==> src/inc/hmp_params.svh <==
`ifndef HMP_PARAMS_SVH
`define HMP_PARAMS_SVH

// ----------------------------------------
// Port geometry
// ----------------------------------------
`define HMP_ADDR_W 8
`define HMP_DATA_W 8
// ----------------------------------------
// Float control bit position in internal control byte
// ----------------------------------------
`define HMP_FLOAT_BIT 2
`define HMP_CTRL_ADDR 8'hC2
`define HMP_CTRL_RESET 8'h00
// ----------------------------------------
// Arbiter clock derived from sys_clk (200 MHz / 10 = 20 MHz)
// ----------------------------------------
`define HMP_SYS_MHZ 200
`define HMP_ARB_MHZ 20
`define HMP_ARB_DIV (`HMP_SYS_MHZ / `HMP_ARB_MHZ)
// ----------------------------------------
// Host side wait between phases, in sys_clk cycles
// ----------------------------------------
`define HMP_HOST_SETUP 2

`endif

==> src/inc/hmp_pkg.sv <==
package hmp_pkg;
	typedef enum logic [2:0] {
		HMP_DEV_IDLE = 3'b000,
		HMP_DEV_WAIT = 3'b001,
		HMP_DEV_ACC = 3'b010,
		HMP_DEV_DONE = 3'b011,
		HMP_DEV_REL = 3'b100
	} hmp_dev_state_t;

	typedef enum logic [2:0] {
		HMP_HST_IDLE = 3'b000,
		HMP_HST_SETUP = 3'b001,
		HMP_HST_STROBE = 3'b010,
		HMP_HST_WAIT = 3'b011,
		HMP_HST_END = 3'b100
	} hmp_host_state_t;
endpackage

==> src/inc/hmp_if.sv <==
`timescale 1ns/10ps
interface hmp_if;
	logic [7:0] addr;
	logic wr_n;
	logic rd_n;
	logic sel_n;
	logic bus_style_select;
	logic [7:0] data_host_o;
	logic data_host_oe;
	logic [7:0] data_dev_o;
	logic data_dev_oe;
	logic transfer_ack_o;
	logic transfer_ack_oe;
	logic irq_o;
	logic irq_oe;

	modport dev (
		input addr, wr_n, rd_n, sel_n, bus_style_select, data_host_o, data_host_oe,
		output data_dev_o, data_dev_oe, transfer_ack_o, transfer_ack_oe, irq_o, irq_oe
	);
	modport host (
		output addr, wr_n, rd_n, sel_n, bus_style_select, data_host_o, data_host_oe,
		input data_dev_o, data_dev_oe, transfer_ack_o, transfer_ack_oe, irq_o, irq_oe
	);
endinterface

==> src/hw/hmp_device.sv <==
`timescale 1ns/10ps
`include "hmp_params.svh"
module hmp_device
	import hmp_pkg::*;
#(
	parameter int DEPTH = 256
) (
	input wire logic sys_clk,
	input wire logic resetn,
	hmp_if.dev bus,
	input wire logic alert_req,
	output logic alert_float_enable,
	output logic busy
);
	// Eight address lines reach exactly 256 words
	if (DEPTH != 256) begin : g_depth_check
		$error("DEPTH must be 256");
	end

	// ----------------------------------------
	// Arbiter clock enable
	// ----------------------------------------
	logic [7:0] div_q, div_d;
	logic arb_tick;
	always_comb begin
		div_d = (div_q == 8'(`HMP_ARB_DIV - 1)) ? 8'h00 : div_q + 8'h01;
	end
	always_ff @(posedge sys_clk) begin
		if (!resetn) div_q <= 8'h00;
		else div_q <= div_d;
	end
	assign arb_tick = (div_q == 8'h00);

	// ----------------------------------------
	// Strobe synchronisers
	// ----------------------------------------
	logic [2:0] s1_q, s2_q;
	always_ff @(posedge sys_clk) begin
		if (!resetn) begin
			s1_q <= 3'h7;
			s2_q <= 3'h7;
		end else begin
			s1_q <= {bus.sel_n, bus.rd_n, bus.wr_n};
			s2_q <= s1_q;
		end
	end
	logic sel_s, rd_s, wr_s, dir_mode;
	assign dir_mode = bus.bus_style_select;
	assign sel_s = !s2_q[2];
	// Direction mode ignores the write strobe
	assign rd_s = dir_mode ? s2_q[1] : !s2_q[1];
	assign wr_s = dir_mode ? !s2_q[1] : !s2_q[0];
	logic req;
	assign req = sel_s && (rd_s || wr_s);

	// ----------------------------------------
	// RAM and control byte
	// ----------------------------------------
	logic [7:0] mem [DEPTH];
	hmp_dev_state_t st_q, st_d;
	logic [7:0] rdat_q, rdat_d;
	logic is_rd_q, is_rd_d;
	logic ack_q, ack_d;
	logic [7:0] ctrl_q, ctrl_d;
	logic do_wr;

	always_comb begin
		st_d = st_q;
		rdat_d = rdat_q;
		is_rd_d = is_rd_q;
		ack_d = ack_q;
		ctrl_d = ctrl_q;
		do_wr = 1'b0;
		case (st_q)
			HMP_DEV_IDLE: begin
				ack_d = 1'b0;
				if (req) begin
					is_rd_d = rd_s;
					st_d = HMP_DEV_WAIT;
				end
			end
			HMP_DEV_WAIT: begin
				if (!req) st_d = HMP_DEV_IDLE;
				else if (arb_tick) st_d = HMP_DEV_ACC;
			end
			HMP_DEV_ACC: begin
				if (is_rd_q) begin
					rdat_d = mem[bus.addr];
				end else begin
					do_wr = 1'b1;
					if (bus.addr == `HMP_CTRL_ADDR) ctrl_d = bus.data_host_o;
				end
				st_d = HMP_DEV_DONE;
			end
			HMP_DEV_DONE: begin
				ack_d = 1'b1;
				st_d = HMP_DEV_REL;
			end
			HMP_DEV_REL: begin
				if (!req) begin
					ack_d = 1'b0;
					st_d = HMP_DEV_IDLE;
				end
			end
			default: st_d = HMP_DEV_IDLE;
		endcase
	end

	always_ff @(posedge sys_clk) begin
		if (!resetn) begin
			st_q <= HMP_DEV_IDLE;
			rdat_q <= 8'h00;
			is_rd_q <= 1'b0;
			ack_q <= 1'b0;
			ctrl_q <= `HMP_CTRL_RESET;
		end else begin
			st_q <= st_d;
			rdat_q <= rdat_d;
			is_rd_q <= is_rd_d;
			ack_q <= ack_d;
			ctrl_q <= ctrl_d;
		end
	end

	always_ff @(posedge sys_clk) begin
		if (do_wr) mem[bus.addr] <= bus.data_host_o;
	end

	// ----------------------------------------
	// Pin drivers
	// ----------------------------------------
	logic [7:0] dout_q;
	logic doe_q, tack_q, tack_oe_q, irq_q, irq_oe_q, flt_q, busy_q;
	always_ff @(posedge sys_clk) begin
		if (!resetn) begin
			dout_q <= 8'h00;
			doe_q <= 1'b0;
			tack_q <= 1'b0;
			tack_oe_q <= 1'b0;
			irq_q <= 1'b0;
			irq_oe_q <= 1'b0;
			flt_q <= 1'b0;
			busy_q <= 1'b0;
		end else begin
			dout_q <= rdat_d;
			doe_q <= sel_s && rd_s && is_rd_d && (st_d != HMP_DEV_IDLE);
			// Strobe mode: ready high when done; direction mode: ack low when done
			tack_q <= dir_mode ? !ack_d : ack_d;
			tack_oe_q <= dir_mode ? 1'b1 : sel_s;
			flt_q <= ctrl_d[`HMP_FLOAT_BIT];
			if (dir_mode) begin
				irq_q <= !alert_req;
				irq_oe_q <= alert_req || !ctrl_d[`HMP_FLOAT_BIT];
			end else begin
				irq_q <= alert_req;
				irq_oe_q <= alert_req || !ctrl_d[`HMP_FLOAT_BIT];
			end
			busy_q <= (st_d != HMP_DEV_IDLE);
		end
	end
	assign bus.data_dev_o = dout_q;
	assign bus.data_dev_oe = doe_q;
	assign bus.transfer_ack_o = tack_q;
	assign bus.transfer_ack_oe = tack_oe_q;
	assign bus.irq_o = irq_q;
	assign bus.irq_oe = irq_oe_q;
	assign alert_float_enable = flt_q;
	assign busy = busy_q;
endmodule

==> src/flat_wrapper.sv <==
// flat-port wrapper written by rule: the top's interface ports become plain ports
module hmp_device_flat import hmp_pkg::*;
#(
	parameter int DEPTH = 256
)
  (sys_clk, resetn, alert_req, alert_float_enable, busy, bus_addr, bus_wr_n, bus_rd_n, bus_sel_n, bus_bus_style_select, bus_data_host_o, bus_data_host_oe, bus_data_dev_o, bus_data_dev_oe, bus_transfer_ack_o, bus_transfer_ack_oe, bus_irq_o, bus_irq_oe);
  hmp_if bus_i ();
  input wire logic sys_clk;
  input wire logic resetn;
  input wire logic alert_req;
  output logic alert_float_enable;
  output logic busy;
  input wire logic [$bits(bus_i.addr)-1:0] bus_addr;
  input wire logic [$bits(bus_i.wr_n)-1:0] bus_wr_n;
  input wire logic [$bits(bus_i.rd_n)-1:0] bus_rd_n;
  input wire logic [$bits(bus_i.sel_n)-1:0] bus_sel_n;
  input wire logic [$bits(bus_i.bus_style_select)-1:0] bus_bus_style_select;
  input wire logic [$bits(bus_i.data_host_o)-1:0] bus_data_host_o;
  input wire logic [$bits(bus_i.data_host_oe)-1:0] bus_data_host_oe;
  output wire logic [$bits(bus_i.data_dev_o)-1:0] bus_data_dev_o;
  output wire logic [$bits(bus_i.data_dev_oe)-1:0] bus_data_dev_oe;
  output wire logic [$bits(bus_i.transfer_ack_o)-1:0] bus_transfer_ack_o;
  output wire logic [$bits(bus_i.transfer_ack_oe)-1:0] bus_transfer_ack_oe;
  output wire logic [$bits(bus_i.irq_o)-1:0] bus_irq_o;
  output wire logic [$bits(bus_i.irq_oe)-1:0] bus_irq_oe;
  assign bus_i.addr = bus_addr;
  assign bus_i.wr_n = bus_wr_n;
  assign bus_i.rd_n = bus_rd_n;
  assign bus_i.sel_n = bus_sel_n;
  assign bus_i.bus_style_select = bus_bus_style_select;
  assign bus_i.data_host_o = bus_data_host_o;
  assign bus_i.data_host_oe = bus_data_host_oe;
  assign bus_data_dev_o = bus_i.data_dev_o;
  assign bus_data_dev_oe = bus_i.data_dev_oe;
  assign bus_transfer_ack_o = bus_i.transfer_ack_o;
  assign bus_transfer_ack_oe = bus_i.transfer_ack_oe;
  assign bus_irq_o = bus_i.irq_o;
  assign bus_irq_oe = bus_i.irq_oe;
  hmp_device #(.DEPTH(DEPTH)) u_core (.sys_clk(sys_clk), .resetn(resetn), .bus(bus_i), .alert_req(alert_req), .alert_float_enable(alert_float_enable), .busy(busy));
endmodule
==> config.mk <==
export PLATFORM = sky130hd
export DESIGN_NAME = hmp_device_flat
export DESIGN_NICKNAME = d
export VERILOG_FILES = /design/src/inc/hmp_pkg.sv /design/src/inc/hmp_if.sv /design/src/hw/hmp_device.sv /design/src/flat_wrapper.sv
export VERILOG_INCLUDE_DIRS = /design/src /design/src/inc
export SDC_FILE = /design/constraint.sdc
export NUM_CORES = 2
export LEC_CHECK = 0
export BUFFER_PORTS_ARGS = -buffer_cell sky130_fd_sc_hd__buf_2
export CAP_MARGIN = 20
export CORE_ASPECT_RATIO = 1.25
export CORE_MARGIN = 3
export CORE_UTILIZATION = 46
export DETAILED_ROUTE_END_ITERATION = 7
export GPL_TIMING_DRIVEN = 0
export PLACE_DENSITY = 0.71
export SLEW_MARGIN = 20
export SYNTH_ARGS = -nofsm -noshare
export SYNTH_HDL_FRONTEND = slang
export SYNTH_SLANG_ARGS = --single-unit
==> constraint.sdc <==
create_clock -name sys_clk -period 8.9 [get_ports sys_clk]
set_input_delay 1.78 -clock sys_clk [delete_from_list [all_inputs] [get_ports sys_clk]]
set_output_delay 1.78 -clock sys_clk [all_outputs]
set_load 0.02 [all_outputs]
After elaboration in Yosys (flattened, before gate mapping)

Memory sizes are Yosys's and may differ from the RTL's. A register that Yosys moved wholly into a read port is not among the register bits.
Index checks and enable logic that the tools add are counted.

Output and inout port bits: 15
Memories kept: 1
Register bits after elaboration: 28
Memory bits (writable): 2048
Logic and storage cells: 64
Input port bits: 24

Multiplexer cells: 21
Reduce and logical (&&, ||, !) cells: 19
Bitwise operators: 2
Eq/ne operators: 6
Add/sub/neg operators: 1

Memories:

| name       | words | bits a word | rd ports | clocked after memory_dff | write ports | line             | text |
|---|---|---|---|---|---|---|---|
| u_core.mem | 256   | 8           | 1        | 1                        | 1           | hmp_device.sv:59 | `logic [7:0] mem [DEPTH];` |

Operators with widths:

| operator            | count |
|---|---|
| $mux 3              | 7 |
| $pmux 3 s5          | 1 |
| $mux 1              | 12 |
| $add 8x1->8 const B | 1 |
| $eq 8x4->1 const B  | 1 |
| $eq 8x8->1 const B  | 1 |
| $logic_not 8->1     | 1 |
| $logic_not 1->1     | 7 |
| $eq 3x2->1 const B  | 2 |
| $logic_and 1x1->1   | 4 |
| $eq 3x1->1 const B  | 1 |
| $eq 3x3->1 const B  | 1 |
| $logic_not 3->1     | 1 |
| $pmux 1 s3          | 1 |
| $reduce_and 3->1    | 1 |
| $reduce_bool 3->1   | 1 |
| $logic_or 1x1->1    | 2 |
| $not 1->1           | 2 |
| $reduce_and 2->1    | 1 |
| $reduce_or 2->1     | 1 |

Logic depth before layout (Yosys ltp)

Depth after elaboration: 8
Depth in mapped cells: 13
Mapped depth without buffers: 7

Least setup slack after synthesis

Ideal clock, no wire load.

Kind: in2reg
From: in bus_addr[1]
To: mem u_core.mem[220][0] (enable)
Arrival time: 3.767 ns
Path buffers: 6
Cell stages on the path: 11
Path slack: 4.763 ns
Required time: 8.530 ns
Setup time: 0.370 ns
Cells stage by stage: buf_4 buf_4 buf_4 inv_1 buf_2 buf_4 nand2_1 nor2_1 nand2_1 clkbuf_1 nor2_1

RTL lines:

| element     | line               | text |
|---|---|---|
| from (decl) | flat_wrapper.sv:13 | `input wire logic [$bits(bus_i.addr)-1:0] bus_addr;` |
| to (decl)   | hmp_device.sv:59   |  |

No word-level cell before the write port.

Worst setup path in the final report

From: in bus_addr[1]
To: mem u_core.mem[188][4] (enable)

No word-level cell before the write port.

==> run summary <==
The flow ran to the end, but the final reports show violations. Counting flops with a built-in enable in the synthesized netlist gives 2048. The tools report the aggregate negative setup slack as 0 ns. The HPWL after detailed placement is 187100 µm. The logs give 43890 for the number of global-route vias before repair and 6.2% for the part of the power in combinational logic. Counting flops with an async set or reset pin after synthesis yields a share of 0%. During synthesis, Yosys emitted a total of 0 warnings.

Timing would allow up to 0.1451 GHz. The worst hold path begins at u_core.s1_q[0]$_SDFF_PN1_. The floorplan has 172 rows. After layout, the minimum clock period comes to 6.890 ns. Counting the buffers created by CTS gives 189. The power density normalized to cell area works out to 222.0 nW/µm². Of all nets on the critical path, the largest fanout is 10. CTS built an H-tree with a depth of 4. The internal portion of the total power is 15.74 mW. Placeable core region: 176000 µm². The worst register-to-register path begins at u_core.st_q[2]$_SDFF_PN0_. The count of pins over their slew limit was 0.

In this run the worst setup path terminates at u_core.mem[188][4]$_DFFE_PP_. The pre-antenna-repair detailed-routing pass consisted of 8 iterations. STA classifies the critical path startpoint as an input pin.

The number of antenna violations at the first check in global routing came out at 31. The layout has 13580 filler cells. The worst-case IR drop observed on VDD is 192.3 µV. The number of nets handed over by synthesis was 4002. Input and output buffers added on the ports amount to 35. The die covers 182400 µm². For the routability-driven placement congestion ratio, the log shows 1.054. The overall die height is 476.7 µm, and the pin count of the biggest net entering global routing is 149. Clock latency on the worst-skew pair, taken at its later pin, is 0.87 ns. In this run the mean area of a mapped cell was 20.51 µm². For this configuration, the core starts out at a cell density of 46.32%. The checks that failed: design-rule violations. Across all hold checks on the routed design, the worst slack comes to 0.4093 ns. The critical path in this run is classified as input pin to flop. The DRC violation count after routing is 2.

Measured along the x axis, the die boundary spans 382.6 µm. The count of vias placed by the detailed router is 46350. Cells with a size suffix above 1 make up 23.49% of the layout. The top cell type by area accounts for 75.43% of the synthesized area.

Setup repair after global routing left no endpoint under its margin. The setup slack of the most critical reg-to-reg path came out at 4.36 ns. For this design the total switching power over the nets is 4.624 mW.

Once detail routing completed, the nets flagged for antenna violations numbered 0. The worst setup path startpoint is bus_addr[1]. The cell at the root of the clock tree was sky130_fd_sc_hd__clkbuf_16. Setup violations remaining at the end of the flow were counted as 0.

Relative to the synthesized area, the layout overhead comes to 12.50%. Dividing the detail-routed via count by the number of cells gives 6.858. The clock net in this run drives a total of 2082 sinks.

The post-synthesis instance area is 81530 µm², and the final clock skew is 0.04267 ns. The final layout contains 4258 nets. For this run the aggregate overflow at the end of global routing stands at 0. After detailed routing, the average wire length per cell comes to 42.75 µm. The worst hold path belongs to the class flop to flop. The post-CTS setup-driven buffer insertion count is 0, and the count of cells along the worst register-to-register path is 7.

In the finished design, the share of the clock period the worst path needs comes to 77.42%. Measured against its own limit, the worst slew margin works out to 13.14%. Summed over all layers, the routed wires come to 288900 µm.

TritonCTS built the clock tree. The most frequent cell after synthesis was sky130_fd_sc_hd__edfxtp_1. The flip-flop and latch count after synthesis was 2082. STA classifies the critical path endpoint as a flop. By count the netlist is led by sky130_fd_sc_hd__edfxtp_1, sky130_fd_sc_hd__mux4_2, sky130_fd_sc_hd__nor2_1.

Ranked by total cell area, the synthesized netlist is headed by sky130_fd_sc_hd__edfxtp_1, sky130_fd_sc_hd__mux4_2, sky130_fd_sc_hd__mux2i_1. The CTS clock-pin slew for the worst setup and hold paths was 0.06 ns; the number of cells upsized or downsized after cts was 0. The first global-routing pass estimated 384600 µm of wire.

The power consumption is 20.36 mW, and the transition at the pin with the smallest max-transition slack is 1.303 ns. Registers are responsible for 52.9% of the overall power. For the final number of hold-violating endpoints, the log shows 0. The tools report the post-synthesis instance total as 3975. In the synthesized netlist the dominant register cell turns out to be sky130_fd_sc_hd__edfxtp_1.

Number of buffers on the longest clock path: 3. Global router's overall resource usage: 31.56%. Cell type with the largest total area after synthesis: sky130_fd_sc_hd__edfxtp_1. The tool flagged a number of max-cap violations equal to 0. After synthesis, flip-flops and latches occupy 76.26% of the total area. Distinct cell type count of the synthesized netlist: 75. The number of hold buffers added after CTS came out at 0. In this run the critical register-to-register path is captured at u_core.mem[188][4]$_DFFE_PP_.

Of the total power, the share spent switching nets is 22.71%. The fraction of power consumed by the clock network was 40.9%; the required arrival time at the worst endpoint was 9.39 ns. The number of DRC violations after detailed-routing iteration 0 was 9192; the number of primary I/O pins was 39. The analysis attributes to cell leakage a power of 28.73 nW. For the data arrival time of the critical path, the log shows 7.38 ns.
## power by group through the flow
stage / clock network (mW) / registers [mW] / logic, mW
finish: 8.33 / 10.8 / 1.27
global route: 8.66 / 10.8 / 1.25
CTS: 8.29 / 10.8 / 1.20
detailed placement: 0 / 11.0 / 1.19
global placement: 0 / 11.0 / 1.15
floorplan: 0 / 11.0 / 0.523
## critical path: stages
cell and delay [ns]:
sky130_fd_sc_hd__buf_2 0.10, sky130_fd_sc_hd__buf_4 0.24, sky130_fd_sc_hd__buf_4 0.26, sky130_fd_sc_hd__buf_4 0.23, sky130_fd_sc_hd__inv_1 0.80, sky130_fd_sc_hd__buf_2 0.74
sky130_fd_sc_hd__buf_4 0.51, sky130_fd_sc_hd__nand2_1 0.09, sky130_fd_sc_hd__nor2_1 0.26, sky130_fd_sc_hd__nand2_1 0.57, sky130_fd_sc_hd__clkbuf_2 0.67, sky130_fd_sc_hd__nor2_1 0.96
## registers in the layout (all words and copies together), names as in the netlist
| register | cells |
|---|---|
| u_core.s2_q | 3 |
| u_core.bus.irq_o | 1 |
| u_core.ack_q | 1 |
| u_core.bus.transfer_ack_o | 1 |
| u_core.bus.transfer_ack_oe | 1 |
| u_core.s1_q | 3 |
| u_core.bus.irq_oe | 1 |
| u_core.bus.data_dev_o | 8 |
| u_core.alert_float_enable | 1 |
| u_core.is_rd_q | 1 |
| u_core.bus.data_dev_oe | 1 |
| u_core.div_q | 8 |
| u_core.busy | 1 |
| u_core.mem | 2048 |
| u_core.st_q | 3 |
## cells in the final DEF, fill, tap and decap left out, types with 34 or more instances in the layout
master                         n
sky130_fd_sc_hd__buf_2       104
sky130_fd_sc_hd__clkbuf_16   191
sky130_fd_sc_hd__mux2_2       46
sky130_fd_sc_hd__nor2_1      311
sky130_fd_sc_hd__nand3_1      58
sky130_fd_sc_hd__o22ai_1      51
sky130_fd_sc_hd__edfxtp_1   2048
sky130_fd_sc_hd__nand2_1     139
sky130_fd_sc_hd__o21ai_0      58
sky130_fd_sc_hd__a21oi_1      51
sky130_fd_sc_hd__a22oi_1      50
sky130_fd_sc_hd__mux4_2      423
sky130_fd_sc_hd__dfxtp_1      34
sky130_fd_sc_hd__mux2i_1     156
sky130_fd_sc_hd__clkbuf_1     85
## kinds of logic (layout without fill, tap and decap cells)
logic type / after synthesis / in the layout / share of synthesized area, %
XOR/XNOR: 9 / 9 / 0.09668
AO/OA/AOI/OAI: 339 / 339 / 2.799
flip-flops: 2082 / 2082 / 76.26
other: 0 / 20 / 0
adder cells (fa/ha/maj): 3 / 3 / 0.04604
buffers and inverters: 254 / 669 / 2.168
AND/OR/NAND/NOR: 630 / 630 / 3.356
multiplexers: 658 / 658 / 15.27
## routing by layer
metal	routed length, µm	global-route usage, %	vias up
met5	100	0.3968	-
met4	29070	24.70	14
met3	44630	13.25	1132
met2	126200	45.63	4595
met1	88960	37.18	23670
li1	-	-	16940
## how the worst min path moves through the flow
stage          slack, ns                         to  depth (start not counted)
2_1_floorplan       0.39  u_core.s2_q[0]$_SDFF_PN1_                          1
3_3_place_gp        0.40  u_core.s2_q[0]$_SDFF_PN1_                          1
3_5_place_dp        0.39  u_core.s2_q[2]$_SDFF_PN1_                          1
4_1_cts             0.41  u_core.s2_q[0]$_SDFF_PN1_                          1
5_1_grt             0.42  u_core.s2_q[2]$_SDFF_PN1_                          1
6_report            0.41  u_core.s2_q[0]$_SDFF_PN1_                          1
## final cells by class
| type | instances | area (µm²) | area share [%] |
|---|---|---|---|
| clock inverters | 109 | 1199 | 1.307 |
| multi-input cells | 1639 | 17620 | 19.21 |
| repair buffers | 65 | 905.9 | 0.9876 |
| clock buffers | 241 | 5017 | 5.470 |
| flip-flops and latches | 2082 | 62180 | 67.79 |
| diodes | 20 | 50.05 | 0.05456 |
| inverters | 15 | 56.30 | 0.06138 |
| well taps | 2349 | 2939 | 3.204 |
| plain buffers | 239 | 1757 | 1.915 |
## through the flow
| stage | cells | instance area, µm² | utilization [%] | setup slack, ns |
|---|---|---|---|---|
| global placement | 6359 | 84650 | 48.08 | 1.096 |
| global route | 6741 | 91680 | 52.08 | 2.320 |
| detailed placement | 6386 | 85410 | 48.52 | 1.669 |
| finish | 6759 | 91720 | 52.10 | 2.010 |
| floorplan | 3975 | 81530 | - | 4.763 |
| CTS | 6736 | 91630 | 52.05 | 2.507 |
(Power assumes the default switching activity.)
